`src/common/osdw2_consts.vh`:
```
// register map, reset values and geometry constants of the second osd window
`ifndef OSDW2_CONSTS_VH
`define OSDW2_CONSTS_VH
// register byte addresses
`define OSDW2_ADDR_HSTART     16'h8418
`define OSDW2_ADDR_VSTART     16'h8419
`define OSDW2_ADDR_RAMLOC_LO  16'h841A
`define OSDW2_ADDR_RAMLOC_HI  16'h841B
`define OSDW2_ADDR_MASK_B0    16'h841C
`define OSDW2_ADDR_MASK_B1    16'h841D
`define OSDW2_ADDR_MASK_B2    16'h841E
`define OSDW2_ADDR_MASK_B3    16'h841F
// reset values
`define OSDW2_RST_HSTART      8'h00
`define OSDW2_RST_VSTART      8'h00
`define OSDW2_RST_RAMLOC      9'h000
`define OSDW2_RST_MASK        32'h00000000
// field positions
`define OSDW2_RAMLOC_MSB      8
`define OSDW2_HS_SHIFT        2
`define OSDW2_VS_SHIFT        1
// horizontal geometry in osd pixels
`define OSDW2_HS_OFFSET       11'h01E
`define OSDW2_H_EARLIEST      11'h02A
// column widths in osd pixels and number of maskable columns
`define OSDW2_COL_NORMAL      5'h0C
`define OSDW2_COL_DOUBLE      5'h18
`define OSDW2_MASK_COLS       7'h20
`endif

```
`src/design/osdw2_col_gen.v`:
```
// column walker: column index, font pixel index and pixel doubling per column
`timescale 1ns/1ps
`default_nettype none
`include "osdw2_consts.vh"
module osdw2_col_gen (
  input  wire        ref_clk,
  input  wire        reset_n,
  input  wire        start,        // first window pixel of the line
  input  wire        run,          // window pixel time on this line
  input  wire [31:0] mask,         // double width mask
  input  wire [6:0]  num_cols,     // characters on the row
  output wire [6:0]  col,          // current column
  output wire [3:0]  font_x,       // font pixel 0..11
  output wire        col_first,    // first pixel of a column
  output wire        active        // a column is being drawn
);
  reg  [6:0] col_q;                // column counter
  reg  [6:0] col_d;
  reg  [4:0] px_q;                 // pixel within column
  reg  [4:0] px_d;
  reg        busy_q;               // drawing in progress
  reg        busy_d;
  wire       dbl;                  // current column doubled
  wire [4:0] width;                // current column width

  // only the first 32 columns can be doubled
  assign dbl    = (col_q < `OSDW2_MASK_COLS) ? mask[col_q[4:0]] : 1'b0;
  assign width  = dbl ? `OSDW2_COL_DOUBLE : `OSDW2_COL_NORMAL;
  // doubled column shows each font pixel on two adjacent positions
  assign font_x = dbl ? px_q[4:1] : px_q[3:0];
  assign col_first = busy_q && (px_q == 5'h00);
  assign col    = col_q;
  assign active = busy_q;

  // next column / pixel state
  always @* begin
    col_d  = col_q;
    px_d   = px_q;
    busy_d = busy_q;
    if (start) begin
      // restart at column zero each line
      col_d  = 7'h00;
      px_d   = 5'h00;
      busy_d = (num_cols != 7'h00);
    end else if (!run) begin
      busy_d = 1'b0;
    end else if (busy_q) begin
      if (px_q == width - 5'h01) begin
        px_d = 5'h00;
        col_d = col_q + 7'h01;
        // last column finished
        if (col_q + 7'h01 == num_cols) begin
          busy_d = 1'b0;
        end
      end else begin
        px_d = px_q + 5'h01;
      end
    end
  end

  // state registers
  always @(posedge ref_clk or negedge reset_n) begin
    if (!reset_n) begin
      col_q  <= 7'h00;
      px_q   <= 5'h00;
      busy_q <= 1'b0;
    end else begin
      col_q  <= col_d;
      px_q   <= px_d;
      busy_q <= busy_d;
    end
  end
endmodule
`default_nettype wire

```
`src/design/osdw2_geometry.v`:
```
// second osd window placement, page ram fetch and column geometry
// Contract
// - start pixel is four times start plus thirty
// - earliest drawn start is pixel forty-two
// - top edge is twice vertical start lines
// - compensated character line counts as one line
// - fetch begins at nine-bit ram start location
// - first word is row control code
// - mask bit n sets column n width
// - clear means twelve, set means twenty-four
// - doubled column repeats each font pixel
// - columns beyond thirty-two always normal width
// - window shown independently via own enable
`timescale 1ns/1ps
`default_nettype none
`include "osdw2_consts.vh"
module osdw2_geometry #(
  parameter RAM_AW = 9,            // page ram address width
  parameter RAM_DW = 16            // page ram word width
) (
  input  wire              ref_clk,
  input  wire              reset_n,
  input  wire              reg_wr,            // register write strobe
  input  wire              reg_rd,            // register read strobe
  input  wire [15:0]       reg_addr,          // register byte address
  input  wire [7:0]        reg_wdata,         // write byte
  output reg  [7:0]        reg_rdata,         // read byte
  output reg               reg_rd_valid,      // read answer pulse
  input  wire              win2_enable,       // window shown
  input  wire              hflyback,          // line start pulse
  input  wire              vflyback,          // frame start pulse
  input  wire              char_line_tick,    // compensated line done
  input  wire [9:0]        win2_height_lines, // window height in lines
  input  wire [4:0]        win2_row_lines,    // lines per character row
  input  wire [6:0]        win2_chars_per_row,// characters per row
  input  wire [RAM_DW-1:0] ram_rd_data,       // page ram word, one cycle late
  output reg               ram_rd_en,         // page ram read pulse
  output reg  [RAM_AW-1:0] ram_rd_addr,       // page ram address
  output reg  [RAM_DW-1:0] row_control_code,  // captured row control word
  output reg               row_ctrl_valid,    // row control captured pulse
  output reg               win2_pixel_on,     // window pixel time
  output reg  [6:0]        win2_col,          // column being drawn
  output reg  [3:0]        win2_font_x,       // font pixel column
  output reg  [4:0]        win2_font_line     // line within row
);
  // software registers
  reg  [7:0]        win2_horizontal_start_q;
  reg  [7:0]        win2_vertical_start_q;
  reg  [8:0]        win2_ram_start_location_q;
  reg  [31:0]       win2_column_double_width_mask_q;
  // raster tracking
  reg  [10:0]       h_cnt_q;        // osd pixels since flyback
  reg  [9:0]        v_cnt_q;        // compensated lines since frame start
  reg  [4:0]        row_line_q;     // line within current row
  reg  [RAM_AW-1:0] row_base_q;     // address of current row control word
  reg               ctrl_pend_q;    // row control read in flight
  reg               ctrl_wait_q;    // row control word now on the ram bus
  wire [10:0]       h_start;
  wire [9:0]        v_top;
  wire              in_v;
  wire              h_go;
  wire              h_run;
  wire [6:0]        cg_col;
  wire [3:0]        cg_font_x;
  wire              cg_first;
  wire              cg_active;
  wire [RAM_AW-1:0] char_addr;

  // window start pixel, held off until the pipeline can draw
  function [10:0] start_pixel;
    input [7:0] hs;
    reg   [10:0] raw;
    begin
      raw = {1'b0, hs, 2'b00} + `OSDW2_HS_OFFSET;
      // values of two or less would start before the pipeline is ready
      start_pixel = (raw < `OSDW2_H_EARLIEST) ? `OSDW2_H_EARLIEST : raw;
    end
  endfunction

  assign h_start = start_pixel(win2_horizontal_start_q);
  assign v_top   = {1'b0, win2_vertical_start_q, 1'b0};
  // the top plus height is expected to stay within active video
  assign in_v    = win2_enable && (v_cnt_q >= v_top) &&
                   (v_cnt_q < v_top + win2_height_lines);
  assign h_go    = in_v && (h_cnt_q == h_start);
  assign h_run   = in_v && (h_cnt_q >= h_start);
  // characters follow the row control word
  assign char_addr = row_base_q + {{(RAM_AW-7){1'b0}}, cg_col} + 1'b1;

  // register writes; only the nine address bits are kept
  always @(posedge ref_clk or negedge reset_n) begin
    if (!reset_n) begin
      win2_horizontal_start_q         <= `OSDW2_RST_HSTART;
      win2_vertical_start_q           <= `OSDW2_RST_VSTART;
      win2_ram_start_location_q       <= `OSDW2_RST_RAMLOC;
      win2_column_double_width_mask_q <= `OSDW2_RST_MASK;
    end else if (reg_wr) begin
      case (reg_addr)
        `OSDW2_ADDR_HSTART:    win2_horizontal_start_q <= reg_wdata;
        `OSDW2_ADDR_VSTART:    win2_vertical_start_q <= reg_wdata;
        `OSDW2_ADDR_RAMLOC_LO: win2_ram_start_location_q[7:0] <= reg_wdata;
        // upper byte: bit 8 only, the rest is dropped
        `OSDW2_ADDR_RAMLOC_HI: win2_ram_start_location_q[`OSDW2_RAMLOC_MSB] <= reg_wdata[0];
        `OSDW2_ADDR_MASK_B0:   win2_column_double_width_mask_q[7:0] <= reg_wdata;
        `OSDW2_ADDR_MASK_B1:   win2_column_double_width_mask_q[15:8] <= reg_wdata;
        `OSDW2_ADDR_MASK_B2:   win2_column_double_width_mask_q[23:16] <= reg_wdata;
        `OSDW2_ADDR_MASK_B3:   win2_column_double_width_mask_q[31:24] <= reg_wdata;
        default: ;           // other addresses belong to other blocks
      endcase
    end
  end

  // register reads, answered one cycle after the strobe
  always @(posedge ref_clk or negedge reset_n) begin
    if (!reset_n) begin
      reg_rdata    <= 8'h00;
      reg_rd_valid <= 1'b0;
    end else begin
      reg_rd_valid <= reg_rd;
      if (reg_rd) begin
        case (reg_addr)
          `OSDW2_ADDR_HSTART:    reg_rdata <= win2_horizontal_start_q;
          `OSDW2_ADDR_VSTART:    reg_rdata <= win2_vertical_start_q;
          `OSDW2_ADDR_RAMLOC_LO: reg_rdata <= win2_ram_start_location_q[7:0];
          `OSDW2_ADDR_RAMLOC_HI: reg_rdata <= {7'h00, win2_ram_start_location_q[8]};
          `OSDW2_ADDR_MASK_B0:   reg_rdata <= win2_column_double_width_mask_q[7:0];
          `OSDW2_ADDR_MASK_B1:   reg_rdata <= win2_column_double_width_mask_q[15:8];
          `OSDW2_ADDR_MASK_B2:   reg_rdata <= win2_column_double_width_mask_q[23:16];
          `OSDW2_ADDR_MASK_B3:   reg_rdata <= win2_column_double_width_mask_q[31:24];
          default:               reg_rdata <= 8'h00; // unmapped reads zero
        endcase
      end
    end
  end

  // horizontal pixel counter, saturates on long lines
  always @(posedge ref_clk or negedge reset_n) begin
    if (!reset_n) begin
      h_cnt_q <= 11'h000;
    end else if (hflyback) begin
      h_cnt_q <= 11'h000;
    end else if (h_cnt_q != 11'h7FF) begin
      h_cnt_q <= h_cnt_q + 11'h001;
    end
  end

  // vertical count in compensated lines; scan lines between ticks repeat the line
  always @(posedge ref_clk or negedge reset_n) begin
    if (!reset_n) begin
      v_cnt_q    <= 10'h000;
      row_line_q <= 5'h00;
      row_base_q <= {RAM_AW{1'b0}};
    end else if (vflyback) begin
      v_cnt_q    <= 10'h000;
      row_line_q <= 5'h00;
      row_base_q <= win2_ram_start_location_q[RAM_AW-1:0];
    end else if (char_line_tick) begin
      if (v_cnt_q != 10'h3FF) begin
        v_cnt_q <= v_cnt_q + 10'h001;
      end
      // rows only advance while inside the window
      if (in_v) begin
        if (row_line_q + 5'h01 >= win2_row_lines) begin
          row_line_q <= 5'h00;
          row_base_q <= row_base_q + {{(RAM_AW-7){1'b0}}, win2_chars_per_row} + 1'b1;
        end else begin
          row_line_q <= row_line_q + 5'h01;
        end
      end
    end
  end

  // column walker
  osdw2_col_gen u_col_gen (
    .ref_clk   (ref_clk),
    .reset_n   (reset_n),
    .start     (h_go),
    .run       (h_run),
    .mask      (win2_column_double_width_mask_q),
    .num_cols  (win2_chars_per_row),
    .col       (cg_col),
    .font_x    (cg_font_x),
    .col_first (cg_first),
    .active    (cg_active)
  );

  // page ram fetch: row control at flyback, then one word per column
  always @(posedge ref_clk or negedge reset_n) begin
    if (!reset_n) begin
      ram_rd_en        <= 1'b0;
      ram_rd_addr      <= {RAM_AW{1'b0}};
      ctrl_pend_q      <= 1'b0;
      ctrl_wait_q      <= 1'b0;
      row_control_code <= {RAM_DW{1'b0}};
      row_ctrl_valid   <= 1'b0;
    end else begin
      ram_rd_en      <= 1'b0;
      row_ctrl_valid <= 1'b0;
      ctrl_pend_q    <= 1'b0;
      ctrl_wait_q    <= ctrl_pend_q;
      if (hflyback && in_v) begin
        // row control word never reaches the character path
        ram_rd_en   <= 1'b1;
        ram_rd_addr <= row_base_q;
        ctrl_pend_q <= 1'b1;
      end else if (cg_first) begin
        ram_rd_en   <= 1'b1;
        ram_rd_addr <= char_addr;
      end
      // data arrives the cycle after the pulse; taking it one edge early
      // would latch whatever the ram bus held before the read
      if (ctrl_wait_q) begin
        row_control_code <= ram_rd_data;
        row_ctrl_valid   <= 1'b1;
      end
    end
  end

  // pixel outputs, registered so they line up with the fetch pulse
  always @(posedge ref_clk or negedge reset_n) begin
    if (!reset_n) begin
      win2_pixel_on  <= 1'b0;
      win2_col       <= 7'h00;
      win2_font_x    <= 4'h0;
      win2_font_line <= 5'h00;
    end else begin
      win2_pixel_on  <= cg_active && h_run;
      win2_col       <= cg_col;
      win2_font_x    <= cg_font_x;
      win2_font_line <= row_line_q;
    end
  end
endmodule
`default_nettype wire

```
`config.mk`:
```
export PLATFORM = sky130hd
export DESIGN_NAME = osdw2_geometry
export DESIGN_NICKNAME = d
export VERILOG_FILES = /design/src/design/osdw2_col_gen.v /design/src/design/osdw2_geometry.v
export VERILOG_INCLUDE_DIRS = /design/src /design/src/common
export SDC_FILE = /design/constraint.sdc
export NUM_CORES = 1
export LEC_CHECK = 0
export BUFFER_PORTS_ARGS = -buffer_cell sky130_fd_sc_hd__buf_2
export CORE_UTILIZATION = 34
export DETAILED_ROUTE_END_ITERATION = 8
export MAX_ROUTING_LAYER = met4
export PLACE_DENSITY = 0.58
export SLEW_MARGIN = 30
export SYNTH_ARGS = -nofsm -noshare
export SYNTH_HDL_FRONTEND = slang
export SYNTH_SLANG_ARGS = --single-unit
```
`constraint.sdc`:
```
create_clock -name ref_clk -period 4.4 [get_ports ref_clk]
set_clock_uncertainty 0.1 [all_clocks]
set_input_delay 0.22 -clock ref_clk [delete_from_list [all_inputs] [get_ports ref_clk]]
set_output_delay 0.22 -clock ref_clk [all_outputs]
set_load 0.01 [all_outputs]
```
==> results_dict.tcl, run 1 <==
set metrics [dict create \
    synth_area_leaders "dfrtp_1 44%, mux2_2 10%, ha_1 8.4%" \
    use_met1_pct 23.72 \
    critPathTopFamily "compound AO/OA/AOI/OAI gates" \
    antennaDiodeCount 0 \
    wirelength_mm 22.45 \
    ant_nets 0 \
    ir_worst_vdd_v 0.0002057 \
    coreArea_um2 26060 \
    drt_iter0_markers 429 \
    cp-end-kind "flip-flop" \
    finalMaxSlewViolations 0 \
    start_util_pct 34.67 \
    worst_slew_pin_slew_ns 0.8661 \
    synthAdderAreaFrac_pct 9.114 \
    synth-edff-count 0 \
    dr.pass1.iters 7 \
    ff2ff_setup_slack_ns 0.29 \
    routed_via_density 5.140 \
    grt.met2_usage_pct 27.46 \
    crit_path_cell_trace "ha_1 -> inv_1 -> fa_1 -> nor2b_1 -> o21ai_2 -> a21oi_1 -> o21ai_0 -> nand2b_1 -> a21o_1 -> a21oi_1 -> xor2_1 -> ha_1 -> a2111oi_2 -> o21ai_1 -> buf_4 -> nor4_2 -> mux2i_2 -> or4_1 -> a21oi_1" \
    netlist_area_um2 9034 \
    drcViolationCount 0 \
    yosysSeqAreaShare_pct 44.32 \
    use_met3_pct 3.415 \
    netlist.area_leader.share_pct 44.32 \
    grt_overflow 0 \
    design_area_um2 10840 \
    dpl.cell_count 1290 \
    utilization_pct 41.59 \
    drv_cap 0 \
    nNetsFinal 1129 \
    synthCells 850 \
    min_to "h_cnt_q[7]" \
    pre_cts_slack_ns 0.04755 \
    setup_viol 0 \
    rsz0062_at_grt "yes" \
    rows 59 \
    hold_depth 2 \
    grt_antenna_before_repair 0 \
    die_y_um 165 \
    cp_common_cell "a21oi_1" \
    grt_pass1_vias 6745 \
    ys_seq_elements 160 \
    worstPathArrival_ns 4.37 \
    grt_pass1_wl_mm 36.14 \
    synthesis.nets 984 \
    cts_tree "built" \
    die_w_um 165 \
    root_buffer "clkbuf_16" \
    cts.clk_slew.worst_paths_ns 0.07 \
    postPlaceCellArea_um2 10030 \
    relSlewSlack_pct 41.50 \
    r2r-start "win2_vertical_start_q[0]" \
    syn2layout_area_growth_pct 19.96 \
    port_buffers 122 \
    layout_setup_ws_ns 0.2871 \
    min-delay-start "hflyback" \
    grt_use_total_pct 17.82 \
    slowest_stage "or4_1" \
    ys_warn_count 0 \
    worstSetupPathType "reg -> reg" \
    hpwlAfterDp_mm 16.48 \
    io-pin-count 123 \
    cts_buffer_depth 2 \
    worstPathMaxFanout 10 \
    r2r_cells 19 \
    grt_start_max_net_pins 85 \
    die_area_um2 27230 \
    drive_gt1_share_pct 25.89 \
    outcome "completed" \
    clkLatencyLatePin_ns 0.44 \
    synth_top_cell_by_area "dfrtp_1" \
    critical_path_required_ns 4.66 \
    numCtsBuffers 17 \
    synth.area.mux_share_pct 14.03 \
    power_density_nw_per_um2 328.5 \
    synth_cell_types 59 \
    vias 6903 \
    synth-compound-area-share_pct 11.79 \
    hold_viol 0 \
    critPathBufInv 2 \
    fmax_ghz 0.2431 \
    rr_endpoint "u_col_gen.col[5]" \
    synth_xor_xnor_area_share_pct 4.557 \
    synth_top_family_by_area "multiplexers" \
    synth-simple-area-share_pct 12.67 \
    finalNonFillerCells 1343 \
    max_stage_delay_ns 0.44 \
    power.total_mw 3.560 \
    post-route-period-util_pct 93.48 \
    period_needed_ns 4.113 \
    synthArstFlopShare_pct 100.0 \
    worstSetupStartpointType "flip-flop" \
    place_congestion 0.8827 \
    nFillCells 2525 \
    hold_path_class "in -> reg" \
    grt.busiest_layer "met2" \
    cts.sinks 160 \
    htreeDepth 4 \
    wl_per_cell_um 16.72 \
    synthFlopType "dfrtp_1" \
    syn_avg_cell_area_um2 10.63 \
    p_leak_nw 5.194 \
]
==> kinds of logic after synthesis <==
family | Yosys count
xor gates and xnor gates | 47
muxes | 101
AOI/OAI and AO/OA | 166
and+or+nand+nor | 233
DFF | 160
buffers and inverters | 79
adders and majority gates | 64
==> cells in the final DEF (no fill, tap or decap), types with 11 or more instances in the layout <==
cell type	synthesis	layout
xor2_1	21	21
nor3_1	11	11
dlygate4sd3_1	0	20
xnor2_1	26	26
a21o_1	14	14
a31oi_1	13	12
ha_1	61	61
nand3_1	21	21
clkbuf_16	0	17
dfrtp_1	160	160
a22oi_1	12	12
o21ai_0	44	42
nand2b_1	13	13
nand2_1	71	71
a21oi_1	40	40
mux2_2	81	81
buf_2	2	121
inv_1	52	52
nor2_1	50	50
==> where the power goes <==
part | total (mW) | internal, mW | switching [mW]
clock | 1.38 | 0.742 | 0.643
sequential | 1.63 | 1.56 | 0.0755
combinational | 0.544 | 0.258 | 0.286
==> final cells by class <==
class,instances,area (um2),area share (%)
clock buffers,18,439.2,4.053
repair buffers,153,912.1,8.417
flip-flops and latches,160,4004,36.95
well taps,335,419.2,3.868
multi-input cells,611,4757,43.90
clock inverters,14,110.1,1.016
inverters,52,195.2,1.801
==> worst max path at each step <==
stage / start / slack (ns) / cells after the start / end
3_5_place_dp: win2_vertical_start_q[0] / 0.05 / 17 / u_col_gen.px_q[3]
3_3_place_gp: win2_vertical_start_q[0] / 0.12 / 17 / u_col_gen.px_q[3]
2_1_floorplan: win2_vertical_start_q[0] / 0.47 / 18 / u_col_gen.px_q[0]
4_1_cts: win2_vertical_start_q[0] / 0.005 / 18 / u_col_gen.col[5]
6_report: win2_vertical_start_q[0] / 0.29 / 19 / u_col_gen.col[5]
5_1_grt: win2_vertical_start_q[0] / -0.02 / 19 / u_col_gen.col[5]
==> registers in the layout, indices dropped and copies added, names as in the netlist, 4 cells and up <==
signal and flops:
u_col_gen.col 7, win2_horizontal_start_q 8, win2_vertical_start_q 8, row_line_q 5, win2_font_line 5, u_col_gen.px_q 5, row_base_q 9, win2_font_x 4
h_cnt_q 11, reg_rdata 8, win2_ram_start_location_q 9, win2_column_double_width_mask_q 32, v_cnt_q 10, row_control_code 16, win2_col 7, ram_rd_addr 9
==> per-stage QoR <==
stage | setup TNS (ns) | hold WS, ns
6_report | 0 | 0.01809
5_1_grt | -0.02149 | 0.02623
4_1_cts | 0 | 0.01535
3_5_place_dp | 0 | 0.2335
3_3_place_gp | 0 | 0.2359
2_1_floorplan | 0 | -0.1756
==> metal layers <==
layer / routed length, um / part of all wire, %
met5: 0 / 0
met4: 284 / 1.3
met3: 1081 / 4.8
met2: 10410 / 46
met1: 10670 / 48
==> Yosys cell counts, types with 10 or more instances <==
| library cell | n |
|---|---|
| dfrtp_1 | 160 |
| mux2_2 | 81 |
| nand2_1 | 71 |
| ha_1 | 61 |
| inv_1 | 52 |
| nor2_1 | 50 |
| o21ai_0 | 44 |
| a21oi_1 | 40 |
| xnor2_1 | 26 |
| clkbuf_1 | 21 |
| nand3_1 | 21 |
| xor2_1 | 21 |
| a21o_1 | 14 |
| a31oi_1 | 13 |
| nand2b_1 | 13 |
| a22oi_1 | 12 |
| nor3_1 | 11 |
| or3_1 | 11 |
| and3_1 | 10 |
| mux2i_1 | 10 |
==> repair_timing <==
item                                    4_1_cts  5_1_grt
resized for setup                             0       11
hold endpoints to repair                    101        0
setup buffers                                 0        1
hold buffers                                 20        0
endpoints found under the setup margin        0       36
(Power assumes the default switching activity.)
==> inputs of run 2 (changes only) <==
--- a/config.mk
+++ b/config.mk
@@ -11,7 +11,7 @@
 export DETAILED_ROUTE_END_ITERATION = 8
 export MAX_ROUTING_LAYER = met4
 export PLACE_DENSITY = 0.58
-export SLEW_MARGIN = 30
+export REMOVE_ABC_BUFFERS = 1
 export SYNTH_ARGS = -nofsm -noshare
 export SYNTH_HDL_FRONTEND = slang
 export SYNTH_SLANG_ARGS = --single-unit
==> run 2 against run 1 <==
  * Final area increased by 0.27%
  * Highest routed layer unchanged
  * Worst setup slack improved by 0.038 ns
  * Critical path type unchanged
  * Count of clock-buffer cells in the layout unchanged
  * Clock power increased by 12%
  * Cell count unchanged
  * Sequential share of layout area decreased by 0.098 points
  * Critical path depth unchanged
  * Worst hold slack improved by 0.040 ns
  * Fmax increased by 0.92%
  * Critical endpoint unchanged
  * Register-to-register slack improved by 0.04 ns
  * Combinational power decreased by 0.7%
==> results_dict.tcl, run 2 (same netlist as run 1, synthesis figures left out) <==
set metrics [dict create \
    grt_pass1_vias 6719 \
    fin_setup_tns_ns 0 \
    critical_path_required_ns 4.66 \
    fmax_ghz 0.2454 \
    worstSetupStartpointType "flip-flop" \
    p_leak_nw 5.235 \
    worst_slew_pin_slew_ns 0.9506 \
    htreeDepth 4 \
    final_cell_mix "160 x dfrtp_1, 121 x buf_2, 81 x mux2_2" \
    drt_iter0_markers 456 \
    nFillCells 2513 \
    largest_register_ff_count 32 \
    grt_antenna_before_repair 0 \
    rsz0062_at_grt "no" \
    max_stage_delay_ns 0.43 \
    drive_gt1_share_pct 25.60 \
    start_util_pct 34.67 \
    die_y_um 165 \
    hold_viol 0 \
    hold_path_class "in -> reg" \
    final_common_cell "dfrtp_1" \
    period_needed_ns 4.075 \
    finalMaxSlewViolations 0 \
    cts.clk_slew.worst_paths_ns 0.07 \
    reg.largest.list "win2_column_double_width_mask_q x32, row_control_code x16, h_cnt_q x11" \
    grt_start_max_net_pins 98 \
    ir_worst_vdd_v 0.0002229 \
    cts.sinks 160 \
    nNetsFinal 1129 \
    slowest_stage "or4_1" \
    seq_power_share_pct 44.0 \
    root_buffer "clkbuf_16" \
    pre_cts_slack_ns 0.06911 \
    cts_tree "built" \
    layout_setup_ws_ns 0.3247 \
    coreArea_um2 26060 \
    internal_power_mw 2.683 \
    setup_viol 0 \
    worstSetupPathType "reg -> reg" \
    routed_via_density 5.176 \
    clkLatencyLatePin_ns 0.44 \
    rows 59 \
    outcome "completed" \
    drcViolationCount 0 \
    wl_per_cell_um 16.97 \
    crit_path_cell_trace "ha_1 -> inv_1 -> fa_1 -> nor2b_1 -> o21ai_1 -> a21oi_1 -> o21ai_0 -> nand2b_1 -> a21o_1 -> a21oi_1 -> xor2_1 -> ha_1 -> a2111oi_1 -> o21ai_1 -> buf_4 -> nor4_2 -> mux2i_2 -> or4_1 -> a21oi_1" \
    netSwitchingFraction_pct 27.75 \
    worstPathArrival_ns 4.34 \
    comb_power_share_pct 14.5 \
    cts_buffer_depth 2 \
    die_area_um2 27230 \
    p_clk_share_pct 41.5 \
    dr.pass1.iters 5 \
    top_register "win2_column_double_width_mask_q" \
    antennaDiodeCount 0 \
    grt_overflow 0 \
    cp_common_cell "a21oi_1" \
    hold_ws_ns 0.05760 \
    power.total_mw 3.714 \
    ant_nets 0 \
    syn2layout_area_growth_pct 20.28 \
    switchingPower_mw 1.031 \
    port_buffers 122 \
    die_w_um 165 \
    vias 6951 \
    grt_use_total_pct 17.81 \
    wirelength_mm 22.79 \
    drv_cap 0 \
    numCtsBuffers 17 \
    power_density_nw_per_um2 341.8 \
    relSlewSlack_pct 35.74 \
    cp-end-kind "flip-flop" \
    place_congestion 0.8831 \
    hpwlAfterDp_mm 16.69 \
    grt_pass1_wl_mm 35.91 \
    worstPathMaxFanout 8 \
    io-pin-count 123 \
    post-route-period-util_pct 92.62 \
]
==> run 2: stage by stage <==
| step | cell area, um2 | std cells | utilization (%) |
|---|---|---|---|
| floorplan | 8911 | 823 | - |
| global placement | 10020 | 1290 | 38.46 |
| detailed placement | 10020 | 1290 | 38.46 |
| CTS | 10830 | 1342 | 41.55 |
| global route | 10870 | 1343 | 41.70 |
| finish | 10870 | 1343 | 41.70 |
==> run 2: timing repair <==
action,in CTS,in global routing
buffers inserted,0,1
hold buffers,20,0
endpoints found under the setup margin,0,24
resized for setup,0,8
hold endpoints to repair,115,0
==> run 2: layer usage <==
layer | wire, um | track usage (%) | vias up
li1 | - | - | 3373
met1 | 10830 | 23.22 | 3358
met2 | 10380 | 27.98 | 191
met3 | 1232 | 3.466 | 29
met4 | 347 | 5.171 | 0
met5 | 0 | - | -
==> run 2: worst paths after layout <==
| check | startpoint | end | slack, ns | cells after the start |
|---|---|---|---|---|
| min in group asynchronous | reset_n | row_control_code[10] | 0.33 | 2 |
| min reg2reg | ctrl_pend_q | ctrl_wait_q | 0.25 | 0 |
| max | win2_vertical_start_q[0] | u_col_gen.col[5] | 0.32 | 19 |
| min | win2_chars_per_row[2] | u_col_gen.active | 0.06 | 3 |
| max in group asynchronous | reset_n | win2_ram_start_location_q[3] | 2.83 | 3 |
| max reg2reg | win2_vertical_start_q[0] | u_col_gen.col[5] | 0.32 | 19 |
==> run 2: power by group through the flow <==
| stage | logic [mW] | registers [mW] | clock network (mW) |
|---|---|---|---|
| after detailed placement | 0.529 | 1.66 | 0 |
| after global routing | 0.607 | 1.65 | 1.63 |
| after floorplan | 0.299 | 1.66 | 0 |
| final | 0.540 | 1.63 | 1.54 |
| after CTS | 0.545 | 1.63 | 1.57 |
| after global placement | 0.518 | 1.66 | 0 |
==> run 2: final cells by class <==
type | count | area [um2] | area share (%)
Multi-Input combinational cell | 611 | 4742 | 43.64
Sequential cell | 160 | 4004 | 36.85
Timing Repair Buffer | 153 | 899.6 | 8.280
Clock buffer | 18 | 439.2 | 4.042
Tap cell | 335 | 419.2 | 3.858
Inverter | 52 | 195.2 | 1.796
Clock inverter | 14 | 166.4 | 1.532
==> run 2: worst max-delay path, delay by kind of cell, from the launching register on <==
| family | cells | cell delay (ns) |
|---|---|---|
| adder cells (fa/ha/maj) | 3 | 0.65 |
| AO/OA/AOI/OAI | 8 | 1.40 |
| multiplexers | 1 | 0.18 |
| AND/OR/NAND/NOR | 4 | 0.88 |
| XOR/XNOR | 1 | 0.16 |
| buffers and inverters | 2 | 0.24 |
| flip-flops | 1 | 0.38 |
